--- src/hdl/csso_pkg.sv ---
// package: register map, field positions, encodings and timing for clock control
`default_nettype none
package csso_pkg;
    localparam logic [7:0] TUNE_ADDR = 8'h96;
    localparam logic [7:0] CONFIG_ADDR = 8'hA0;
    localparam logic [7:0] DIVIDER_ADDR = 8'hA1;
    localparam logic [7:0] AUX_ADDR = 8'hA2;
    localparam logic [7:0] STATUS_ADDR = 8'hA3;
    localparam int TUNE_EN_BIT = 6;
    localparam int TUNE_W = 6;
    localparam logic [5:0] TUNE_FACTORY = 6'h20;
    localparam int LP_BIT = 7;
    localparam logic [2:0] SRC_XTAL_LOW = 3'h0;
    localparam logic [2:0] SRC_XTAL_MED = 3'h1;
    localparam logic [2:0] SRC_XTAL_HIGH = 3'h2;
    localparam logic [2:0] SRC_RC = 3'h3;
    localparam logic [2:0] SRC_WDOG = 3'h4;
    localparam logic [2:0] SRC_EXT = 3'h7;
    localparam logic [1:0] RTC_XTAL_LOW = 2'h0;
    localparam logic [1:0] RTC_XTAL_MED = 2'h1;
    localparam logic [1:0] RTC_XTAL_HIGH = 2'h2;
    localparam logic [1:0] RTC_INTERNAL = 2'h3;
    localparam logic [1:0] OPT_LOW = 2'h0;
    localparam logic [1:0] OPT_MED = 2'h1;
    localparam logic [1:0] OPT_HIGH = 2'h2;
    localparam logic [1:0] OPT_NONE = 2'h3;
    localparam int CPU_CLK_MAX_LP_HZ = 8000000;
endpackage : csso_pkg
`default_nettype wire

--- src/hdl/csso_top.sv ---
// clock source select, cpu divider, peripheral clock and clock output pin
//
// The strobed register port was decided locally.
`default_nettype none
// Overview of operation
// - machine cycle strobe every two cpu clock cycles
// - peripheral clock enable runs at half the cpu clock rate
// - exactly one source feeds the cpu clock divider
// - source is chosen by nonvolatile config bits, fixed at programming
// - rc or watchdog source lets rtc field choose crystal option
// - low, medium and high crystal options are supported
// - clock pin driven only if enabled, no crystal, rtc not on crystal
// - clock pin toggles once per cpu clock, so it runs at half the cpu clock rate
// - enable cleared means no clock appears on the pin
// - six bit tuning field, larger value means lower rc frequency
// - only power on reset loads factory tuning and clears enable
// - low power select bit cleared on every reset
// - cpu clock is osc clock over twice divider, zero passes
module csso_top
    import csso_pkg::*;
#(
    parameter logic [5:0] TUNE_RESET = TUNE_FACTORY
)(
    input wire logic clk_sys,
    input wire logic rst,
    input wire logic por,
    input wire logic [2:0] osc_source_select,
    input wire logic [7:0] addr,
    input wire logic [7:0] wdata,
    input wire logic wr_en,
    input wire logic rd_en,
    input wire logic port_pin_out,
    output logic [7:0] rdata,
    output logic [2:0] osc_sel_onehot,
    output logic [1:0] crystal_option,
    output logic cpu_clock_en,
    output logic machine_cycle_en,
    output logic periph_clock_en,
    output logic [5:0] rc_tune,
    output logic low_power_clock_select,
    output logic clock_output_pin
);
    typedef struct packed {
        logic [2:0] src;
        logic src_valid;
        logic [1:0] rtc_opt;
        logic [7:0] div;
        logic [8:0] cnt; // nine bits: reload reaches 2*255-1
        logic cpu_en;
        logic phase;
        logic mc_en;
        logic pc_en;
        logic [5:0] tune;
        logic out_en;
        logic lp;
        logic [2:0] onehot;
        logic [1:0] xopt;
        logic pin;
        logic pin_sel;
        logic [7:0] rdata;
    } csso_state_t;

    csso_state_t s_q;
    csso_state_t s_d;
    logic is_internal;
    logic xtal_in_use;
    logic rtc_on_xtal;
    logic clk_out_ok;

    // rc and watchdog sources hand the crystal option to the rtc field
    always_comb
    begin
        is_internal = (s_q.src == SRC_RC) || (s_q.src == SRC_WDOG);
        rtc_on_xtal = (s_q.rtc_opt != RTC_INTERNAL);
        xtal_in_use = !is_internal && (s_q.src != SRC_EXT);
        clk_out_ok = s_q.out_en && !xtal_in_use && !rtc_on_xtal;
    end

    always_comb
    begin
        s_d = s_q;
        // config bits are latched once after reset release, never live
        if (!s_q.src_valid)
        begin
            s_d.src = osc_source_select;
            s_d.src_valid = 1'b1;
        end
        // one-hot select: watchdog, rc, crystal/external
        s_d.onehot = 3'h0;
        if (s_q.src == SRC_WDOG)
            s_d.onehot = 3'h1;
        else if (s_q.src == SRC_RC)
            s_d.onehot = 3'h2;
        else
            s_d.onehot = 3'h4;
        // crystal option choice
        if (is_internal)
            s_d.xopt = s_q.rtc_opt;
        else if (s_q.src == SRC_XTAL_LOW)
            s_d.xopt = OPT_LOW;
        else if (s_q.src == SRC_XTAL_MED)
            s_d.xopt = OPT_MED;
        else if (s_q.src == SRC_XTAL_HIGH)
            s_d.xopt = OPT_HIGH;
        else
            s_d.xopt = OPT_NONE;
        // divide by 2n: one enable pulse every 2n osc clocks, 0 bypasses
        // the pulse cycle itself counts, so the reload is 2n-1, not 2n
        // a nonzero divider change only takes hold at the next reload, so the
        // cpu clock never sees a short period when software retunes it
        s_d.cpu_en = 1'b0;
        if (s_q.div == 8'h00)
        begin
            s_d.cpu_en = 1'b1;
            s_d.cnt = 9'h000;
        end
        else if (s_q.cnt == 9'h000)
        begin
            s_d.cpu_en = 1'b1;
            s_d.cnt = ({1'b0, s_q.div} << 1) - 9'h001;
        end
        else
            s_d.cnt = s_q.cnt - 9'h001;
        // second-half cpu cycle closes a machine cycle and a pclk period
        s_d.mc_en = 1'b0;
        s_d.pc_en = 1'b0;
        if (s_d.cpu_en)
        begin
            s_d.phase = !s_q.phase;
            s_d.mc_en = s_q.phase;
            s_d.pc_en = s_q.phase;
        end
        // pin: toggle per cpu clock gives cpu_clock/2; leave only when low
        if (clk_out_ok && s_d.cpu_en)
            s_d.pin = !s_q.pin;
        if (clk_out_ok)
            s_d.pin_sel = 1'b1;
        else if (!s_q.pin || !s_q.pin_sel)
        begin
            s_d.pin_sel = 1'b0;
            s_d.pin = 1'b0;
        end
        else if (s_d.cpu_en)
            s_d.pin = 1'b0; // finish the high half before handing back
        // register writes; tune write keeps whatever software sends
        if (wr_en)
        begin
            unique case (addr)
                TUNE_ADDR:
                begin
                    s_d.tune = wdata[TUNE_W-1:0];
                    s_d.out_en = wdata[TUNE_EN_BIT];
                end
                CONFIG_ADDR: s_d.rtc_opt = wdata[1:0];
                DIVIDER_ADDR: s_d.div = wdata;
                AUX_ADDR: s_d.lp = wdata[LP_BIT];
                default: ;
            endcase
        end
        s_d.rdata = 8'h00;
        if (rd_en)
        begin
            unique case (addr)
                TUNE_ADDR: s_d.rdata = {1'b0, s_q.out_en, s_q.tune};
                CONFIG_ADDR: s_d.rdata = {6'h00, s_q.rtc_opt};
                DIVIDER_ADDR: s_d.rdata = s_q.div;
                AUX_ADDR: s_d.rdata = {s_q.lp, 7'h00};
                STATUS_ADDR: s_d.rdata = {s_q.pin_sel, s_q.xopt,
                    s_q.onehot, s_q.phase, s_q.src_valid};
                default: s_d.rdata = 8'h00;
            endcase
        end
    end

    always_ff @(posedge clk_sys)
    begin
        if (rst)
        begin
            s_q.src <= SRC_RC;
            s_q.src_valid <= 1'b0;
            s_q.rtc_opt <= RTC_INTERNAL;
            s_q.div <= 8'h00;
            s_q.cnt <= 9'h000;
            s_q.cpu_en <= 1'b0;
            s_q.phase <= 1'b0;
            s_q.mc_en <= 1'b0;
            s_q.pc_en <= 1'b0;
            s_q.lp <= 1'b0;
            s_q.onehot <= 3'h2;
            s_q.xopt <= OPT_NONE;
            s_q.pin <= 1'b0;
            s_q.pin_sel <= 1'b0;
            s_q.rdata <= 8'h00;
            if (por)
            begin
                s_q.tune <= TUNE_RESET;
                s_q.out_en <= 1'b0;
            end
            else
            begin
                s_q.tune <= s_d.tune;
                s_q.out_en <= s_d.out_en;
            end
        end
        else
            s_q <= s_d;
    end

    assign rdata = s_q.rdata;
    assign osc_sel_onehot = s_q.onehot;
    assign crystal_option = s_q.xopt;
    assign cpu_clock_en = s_q.cpu_en;
    assign machine_cycle_en = s_q.mc_en;
    assign periph_clock_en = s_q.pc_en;
    assign rc_tune = s_q.tune;
    assign low_power_clock_select = s_q.lp;
    // pin flop is forced low whenever the select is low, so it can feed
    // the pin directly; the port mux outside switches only with pin low
    assign clock_output_pin = s_q.pin;

    AST_ONEHOT: assert property (@(posedge clk_sys) disable iff (rst)
        $onehot(s_q.onehot)) else $error("select not one-hot");
    AST_SRC_FIXED: assert property (@(posedge clk_sys) disable iff (rst)
        s_q.src_valid |=> $stable(s_q.src))
        else $error("source changed");
    AST_MC_PAIR: assert property (@(posedge clk_sys) disable iff (rst)
        s_q.mc_en |-> s_q.cpu_en && !s_q.phase)
        else $error("machine cycle misaligned");
    AST_PCLK: assert property (@(posedge clk_sys) disable iff (rst)
        s_q.pc_en == s_q.mc_en) else $error("pclk rate");
    AST_BYPASS: assert property (@(posedge clk_sys) disable iff (rst)
        (s_q.div == 8'h00) [*2] |=> s_q.cpu_en)
        else $error("bypass lost");
    AST_DIV1: assert property (@(posedge clk_sys) disable iff (rst)
        (s_q.cpu_en && s_q.div == 8'h01 && $stable(s_q.div))
        |=> !s_q.cpu_en ##1 s_q.cpu_en) else $error("div2 wrong");
    AST_NO_OUT: assert property (@(posedge clk_sys) disable iff (rst)
        (!clk_out_ok [*3]) |-> !s_q.pin || !s_q.pin_sel ||
        $past(s_q.pin) == 1'b0) else $error("pin clocking");
    AST_XOPT: assert property (@(posedge clk_sys) disable iff (rst)
        (is_internal && $stable(s_q.rtc_opt)) |=> s_q.xopt == $past(s_q.rtc_opt))
        else $error("rtc option ignored");
    AST_LP: assert property (@(posedge clk_sys)
        $past(rst) |-> !s_q.lp) else $error("lp not cleared");
    AST_TUNE_KEEP: assert property (@(posedge clk_sys)
        ($past(rst) && !$past(por) && !$past(wr_en)) |->
        $stable(s_q.tune)) else $error("tune lost");
    AST_PIN_TOG: assert property (@(posedge clk_sys) disable iff (rst)
        (clk_out_ok && s_d.cpu_en) |=> s_q.pin != $past(s_q.pin))
        else $error("pin not toggling");

    // divide by four: three quiet cycles after every cpu clock pulse
    // a divider of zero written meanwhile bypasses, so it is excused
    AST_DIV2: assert property (@(posedge clk_sys) disable iff (rst)
        (s_q.cpu_en && s_q.div == 8'h02 && s_q.cnt == 9'h003)
        |=> (!s_q.cpu_en || s_q.div == 8'h00) [*3])
        else $error("div4 wrong");

    // the pin is only ever high while it is handed to the clock output
    AST_PIN_SEL: assert property (@(posedge clk_sys) disable iff (rst)
        s_q.pin |-> s_q.pin_sel) else $error("pin high unselected");

    // once low and not allowed, the pin stays low: no stray edge
    AST_NO_PIN_OFF: assert property (@(posedge clk_sys) disable iff (rst)
        (!clk_out_ok && !s_q.pin) |=> !s_q.pin)
        else $error("pin rose while off");

    // power-on reset loads the factory trim and clears the enable
    AST_TUNE_POR: assert property (@(posedge clk_sys)
        ($past(rst) && $past(por)) |-> (s_q.tune == TUNE_RESET) &&
        !s_q.out_en) else $error("tune not loaded");

    // read data stand only in the cycle after a read strobe
    AST_RDATA_IDLE: assert property (@(posedge clk_sys)
        !$past(rd_en) |-> s_q.rdata == 8'h00)
        else $error("read data not idle");

    // divider writes land in the next cycle
    AST_WR_DIV: assert property (@(posedge clk_sys) disable iff (rst)
        (wr_en && addr == DIVIDER_ADDR) |=> s_q.div == $past(wdata))
        else $error("divider write lost");

    // low power bit follows software once out of reset
    AST_LP_WR: assert property (@(posedge clk_sys) disable iff (rst)
        (wr_en && addr == AUX_ADDR) |=> s_q.lp == $past(wdata[LP_BIT]))
        else $error("low power write lost");

    // a high speed crystal source always selects the high option
    AST_XOPT_HIGH: assert property (@(posedge clk_sys) disable iff (rst)
        (s_q.src == SRC_XTAL_HIGH) |=> s_q.xopt == OPT_HIGH)
        else $error("crystal option wrong");

    // a crystal source never lets the clock output run
    AST_XTAL_NO_OUT: assert property (@(posedge clk_sys) disable iff (rst)
        xtal_in_use |-> !clk_out_ok)
        else $error("output with crystal");
endmodule : csso_top
`default_nettype wire

--- config.mk ---
export PLATFORM = sky130hd
export DESIGN_NAME = csso_top
export DESIGN_NICKNAME = d
export VERILOG_FILES = /design/src/hdl/csso_pkg.sv /design/src/hdl/csso_top.sv
export SDC_FILE = /design/constraint.sdc
export NUM_CORES = 1
export LEC_CHECK = 0
export BUFFER_PORTS_ARGS = -buffer_cell sky130_fd_sc_hd__buf_2
export CORE_UTILIZATION = 60
export CTS_BUF_LIST = sky130_fd_sc_hd__clkbuf_2
export CTS_CLUSTER_DIAMETER = 40
export DETAILED_ROUTE_END_ITERATION = 6
export PLACE_DENSITY = 0.87
export RECOVER_POWER = 50
export SETUP_SLACK_MARGIN = 0.02
export SLEW_MARGIN = 20
export SYNTH_ARGS = -nofsm -noshare
export SYNTH_HDL_FRONTEND = slang
export SYNTH_SLANG_ARGS = --single-unit
--- constraint.sdc ---
create_clock -name clk_sys -period 5.1 [get_ports clk_sys]
set_input_delay 1.275 -clock clk_sys [delete_from_list [all_inputs] [get_ports clk_sys]]
set_output_delay 1.275 -clock clk_sys [all_outputs]
set_load 0.1 [all_outputs]
# Yosys cells after proc, flatten, opt, wreduce, memory -nomap -nowiden
# Cells that the tools add are included.
[totals]
inputBits = 25
ramBits = 0
n_memories = 0
regBits = 49
latch_bits = 0
elab_cells = 77
out_inout_bits = 24
mem_bits_ro = 0
[classes]
n_mul = 0
magnitude_cmp = 0
n_reduce_logical = 23
n_addsub = 2
n_bitwise = 2
shifts = 0
mux = 22
eq_ne = 11
n_div = 0
[ops]
columns = ["cell", "n"]
rows = [
  ["$eq 8x8->1 const B", 5],
  ["$pmux 8 s5", 1],
  ["$mux 23", 1],
  ["$sub 9x1->9 const B", 2],
  ["$mux 8", 2],
  ["$mux 7", 2],
  ["$mux 1", 10],
  ["$logic_not 9->1", 1],
  ["$mux 9", 1],
  ["$logic_not 8->1", 1],
  ["$reduce_or 2->1", 4],
  ["$eq 3x2->1 const B", 2],
  ["$logic_not 1->1", 6],
  ["$mux 2", 3],
  ["$mux 3", 2],
  ["$reduce_and 2->1", 3],
  ["$logic_and 1x1->1", 4],
  ["$eq 3x1->1 const B", 1],
  ["$eq 3x3->1 const B", 1],
  ["$logic_not 3->1", 1],
  ["$ne 3x3->1 const B", 1],
  ["$logic_or 1x1->1", 2],
  ["$ne 2x2->1 const B", 1],
  ["$not 1->1", 2],
  ["$reduce_bool 2->1", 1],
]

# Depth between registers and ports, before layout
[depth]
word_depth = 13
depth_mapped = 7
mapped_depth_nobuf = 7

# Least setup slack after synthesis
# No wires, ideal clock.
[synth_path]
kind = "input-to-reg"
startpoint = "input addr[3]"
endpoint = "register s_q[36] (netlist bit)"
slack_ns = 2.148
n_path_buf = 0
arrival_time_ns = 2.825
stages = 5
required_time_ns = 4.972
setup_ns = 0.128
cell_sequence = "or3b_2 nor4b_2 nand3_2 mux2i_1 nor2_1"
[synth_via]
elab_chain_cells = 2
[synth_lines]
columns = ["item", "line_no", "source"]
rows = [
  ["start, declared", "csso_top.sv:28", "input wire logic [7:0] addr,"],
  ["$eq 8x8->1", "csso_top.sv:148", "unique case (addr)"],
  ["$reduce_and 2->1 (no line)", "--", ""],
  ["end, declared", "csso_top.sv:63", "csso_state_t s_q;"],
]
# Every way passes these cells.
# A chain may end at the register's enable or synchronous reset.

# Worst setup path in the final report
[layout_path]
startpoint = "input addr[3]"
endpoint = "register, netlist name rdata[7]"
[layout_via]
elab_chain_cells = 2
elab_cells_between_ends = 6
cone_classes = "eq/ne (5); mux (1)"
[layout_lines]
columns = ["item", "line_no", "source"]
rows = [
  ["$eq 8x8->1", "csso_top.sv:163", "unique case (addr)"],
  ["$pmux 8 s5 (*)", "csso_top.sv:163", ""],
]
# Every way passes the cells marked *; elsewhere a longest branch is shown, timed or not.

==> metrics <==
status=complete, no violations; fillers=319; worst slew pin tran=1160 ps; Yosys top cell by area=dfxtp_1; WP data required=5450 ps; Max-slew headroom=23.0%; setup total negative slack=0 ps; ANT cells=0; Post-Synth XOR/XNOR Area=4.61%; fin crit period=around 3100 ps; Avg Inst Size Synth=8.94 um^2; Logic pwr share=10.4%; total I/O pin count=49; P&R area growth vs syn=7.24%; post-synthesis simple-gate area fraction=21.6%; layout cells sized above 1=between 20% and 30%; Max Slew Vio Count=0; CP arrival=3470 ps; CTS tree=done; top cells by count, synth=dfxtp_1 (49), nor2_1 (34), buf_4 (20); die width=63.7 um; Seq/Total Area, Yosys=43.0%; largest family of logic cells by synthesized area=simple AND/OR/NAND/NOR gates; internal power component=0.492 mW; RSZ-0062 raised after global routing=false; critical path launch point type=input pin; Synth warnings=0; clk_lat worst skew=420 ps; ANT nets after route=0; number of synthesized flops with an enable pin=0; P per Cell Area=around 270 nW/um^2; CTS Hold Bufs=0; placed cells=between 300 and 400; initial core utilization=62.3%; Final Hold Viols=0; DRC=0; Reg area=981 um^2; Max clock buf depth=2; post-cts sizing count=0; Mapped Nets=between 200 and 300; DRT Wirelength=4710 um; via count=1842; # rows=22; Gate Count Post-Synth=roughly 260; largest net degree at the start of global routing=22; synthesized-area fraction occupied by adder cells=1.65%; DIE HEIGHT=63.7 um; number of max-cap violations=0; 1st-iter DRT viols=136; DR pass1 iterations=4; most frequent cell after synthesis=dfxtp_1; fin util=~67%; clock sink count=49; fmax=roughly 320 MHz; Leakage=1.06 nW; core box area=3660 um^2; VDD IR-drop max=0.000271 V; Clk pwr share=30.5%; Final #Nets=310; total global-route track usage=~24%; CP endpoint kind=register; period utilization=61.2%; flops & latches, synth=49; Worst-path clk slew=between 200 and 300 ps; Post-Syn Area=between 2000 and 2500 um^2; Final Non-Filler Cells=331; CTS Buf Count=5; clock root buffer=clkbuf_2; Finish-stage setup viols=0; initial antenna violation count=0; footprint of the multi-input gates=1080 um^2; first-pass GRT wire length=7730 um; die area=4050 um^2; Buffers on Ports=47; complex-gate fraction of the synthesized area=10.3%; mux share of post-synthesis cell area=about a tenth; post-DR wirelength/cell=14.2 um; crit path kind=input pin to register; Most used DFF post-synth=dfxtp_1; async set or reset register ratio after synthesis=0%; Final Wtd Congestion=0.895; post-CTS setup buffer count=0; Final Power=0.670 mW; Sw Ratio=around a quarter; via-per-instance ratio=5.56; top-area cell type share of the netlist area=about 43%; sw power=0.178 mW; Synth cell types=38; Synth area leaders=dfxtp_1 (43%), buf_4 (6.6%), mux2i_1 (6.1%); grt ovf=0; H-tree Lvls=2; HPWL Detailed=3410 um; Hold Path Class=register to register; CP max FO=15; Flop pwr share=between 50% and 60%; vias in the first global route=1713; clk_skew=24.2 ps
per-layer routing:
metal / global-route usage, % / vias to the layer above / share of wire (%)
li1: - / 909 / -
met1: 30.3 / 862 / 45
met2: 41.4 / 63 / 49
met3: 6.16 / 8 / 5.3
met4: 6.53 / 0 / 1.1
met5: 0 / - / 0
metrics by stage:
step	setup slack, ps	cell area, um^2	hold slack (ps)
after floorplan	2150	2280	430
after global placement	1730	2410	445
after detailed placement	1680	2410	457
after CTS	2140	2470	486
after global routing	1830	2450	500
final	1980	2450	483
cell families (layout without fill, tap and decap cells):
logic type | Yosys count | count (layout)
adder cells (fa/ha/maj) | 3 | 3
AND/OR/NAND/NOR | 96 | 96
flip-flops | 49 | 49
multiplexers | 21 | 21
AO/OA/AOI/OAI | 38 | 38
buffers and inverters | 36 | 64
XOR/XNOR | 12 | 12
sequential cells by signal, indices dropped and copies added (netlist names):
signal                  count
osc_sel_onehot              3
s_q                        26
low_power_clock_select      1
clock_output_pin            1
crystal_option              2
periph_clock_en             1
rdata                       8
cpu_clock_en                1
rc_tune                     6
final timing paths:
path              slack (ps)  cells past startpoint          endpoint    start
setup / recovery        1980                      6          rdata[7]  addr[3]
hold / removal           480                      1           s_q[27]  s_q[27]
setup reg to reg        2520                      8  clock_output_pin  s_q[27]
hold reg to reg          480                      1           s_q[27]  s_q[27]
power groups by stage:
stage | combinational [mW] | clock (mW) | sequential (mW)
final | 0.0696 | 0.204 | 0.396
after global routing | 0.0736 | 0.222 | 0.397
after CTS | 0.0703 | 0.207 | 0.396
after detailed placement | 0.0700 | 0 | 0.403
after global placement | 0.0689 | 0 | 0.403
after floorplan | 0.0482 | 0 | 0.408
worst max-delay path, cell delays in order:
cell,delay (ps)
buf_2,90
or3b_2,480
nor4_1,270
clkbuf_1,530
o211ai_1,430
nor3b_1,380
area by class of cell:
type / count / share of cell area [%]
clock buffer: 5 / 1.02
inverter: 7 / 1.07
timing repair buffer: 49 / 9.57
tap: 48 / 2.46
multi-input combinational: 170 / 44.1
sequential: 49 / 40.1
clock inverter: 3 / 1.69
cell usage in the layout, fill, tap and decap left out, drive strengths merged, types with 8 or more instances in the layout:
master and count:
xnor2 8, a21oi 16, a22oi 8, nor2 34, nor3 8, nand3 10
mux2i 14, buf 40, dfxtp 49, clkbuf 14, nand2 17
Power figures use the tool's default switching activity.
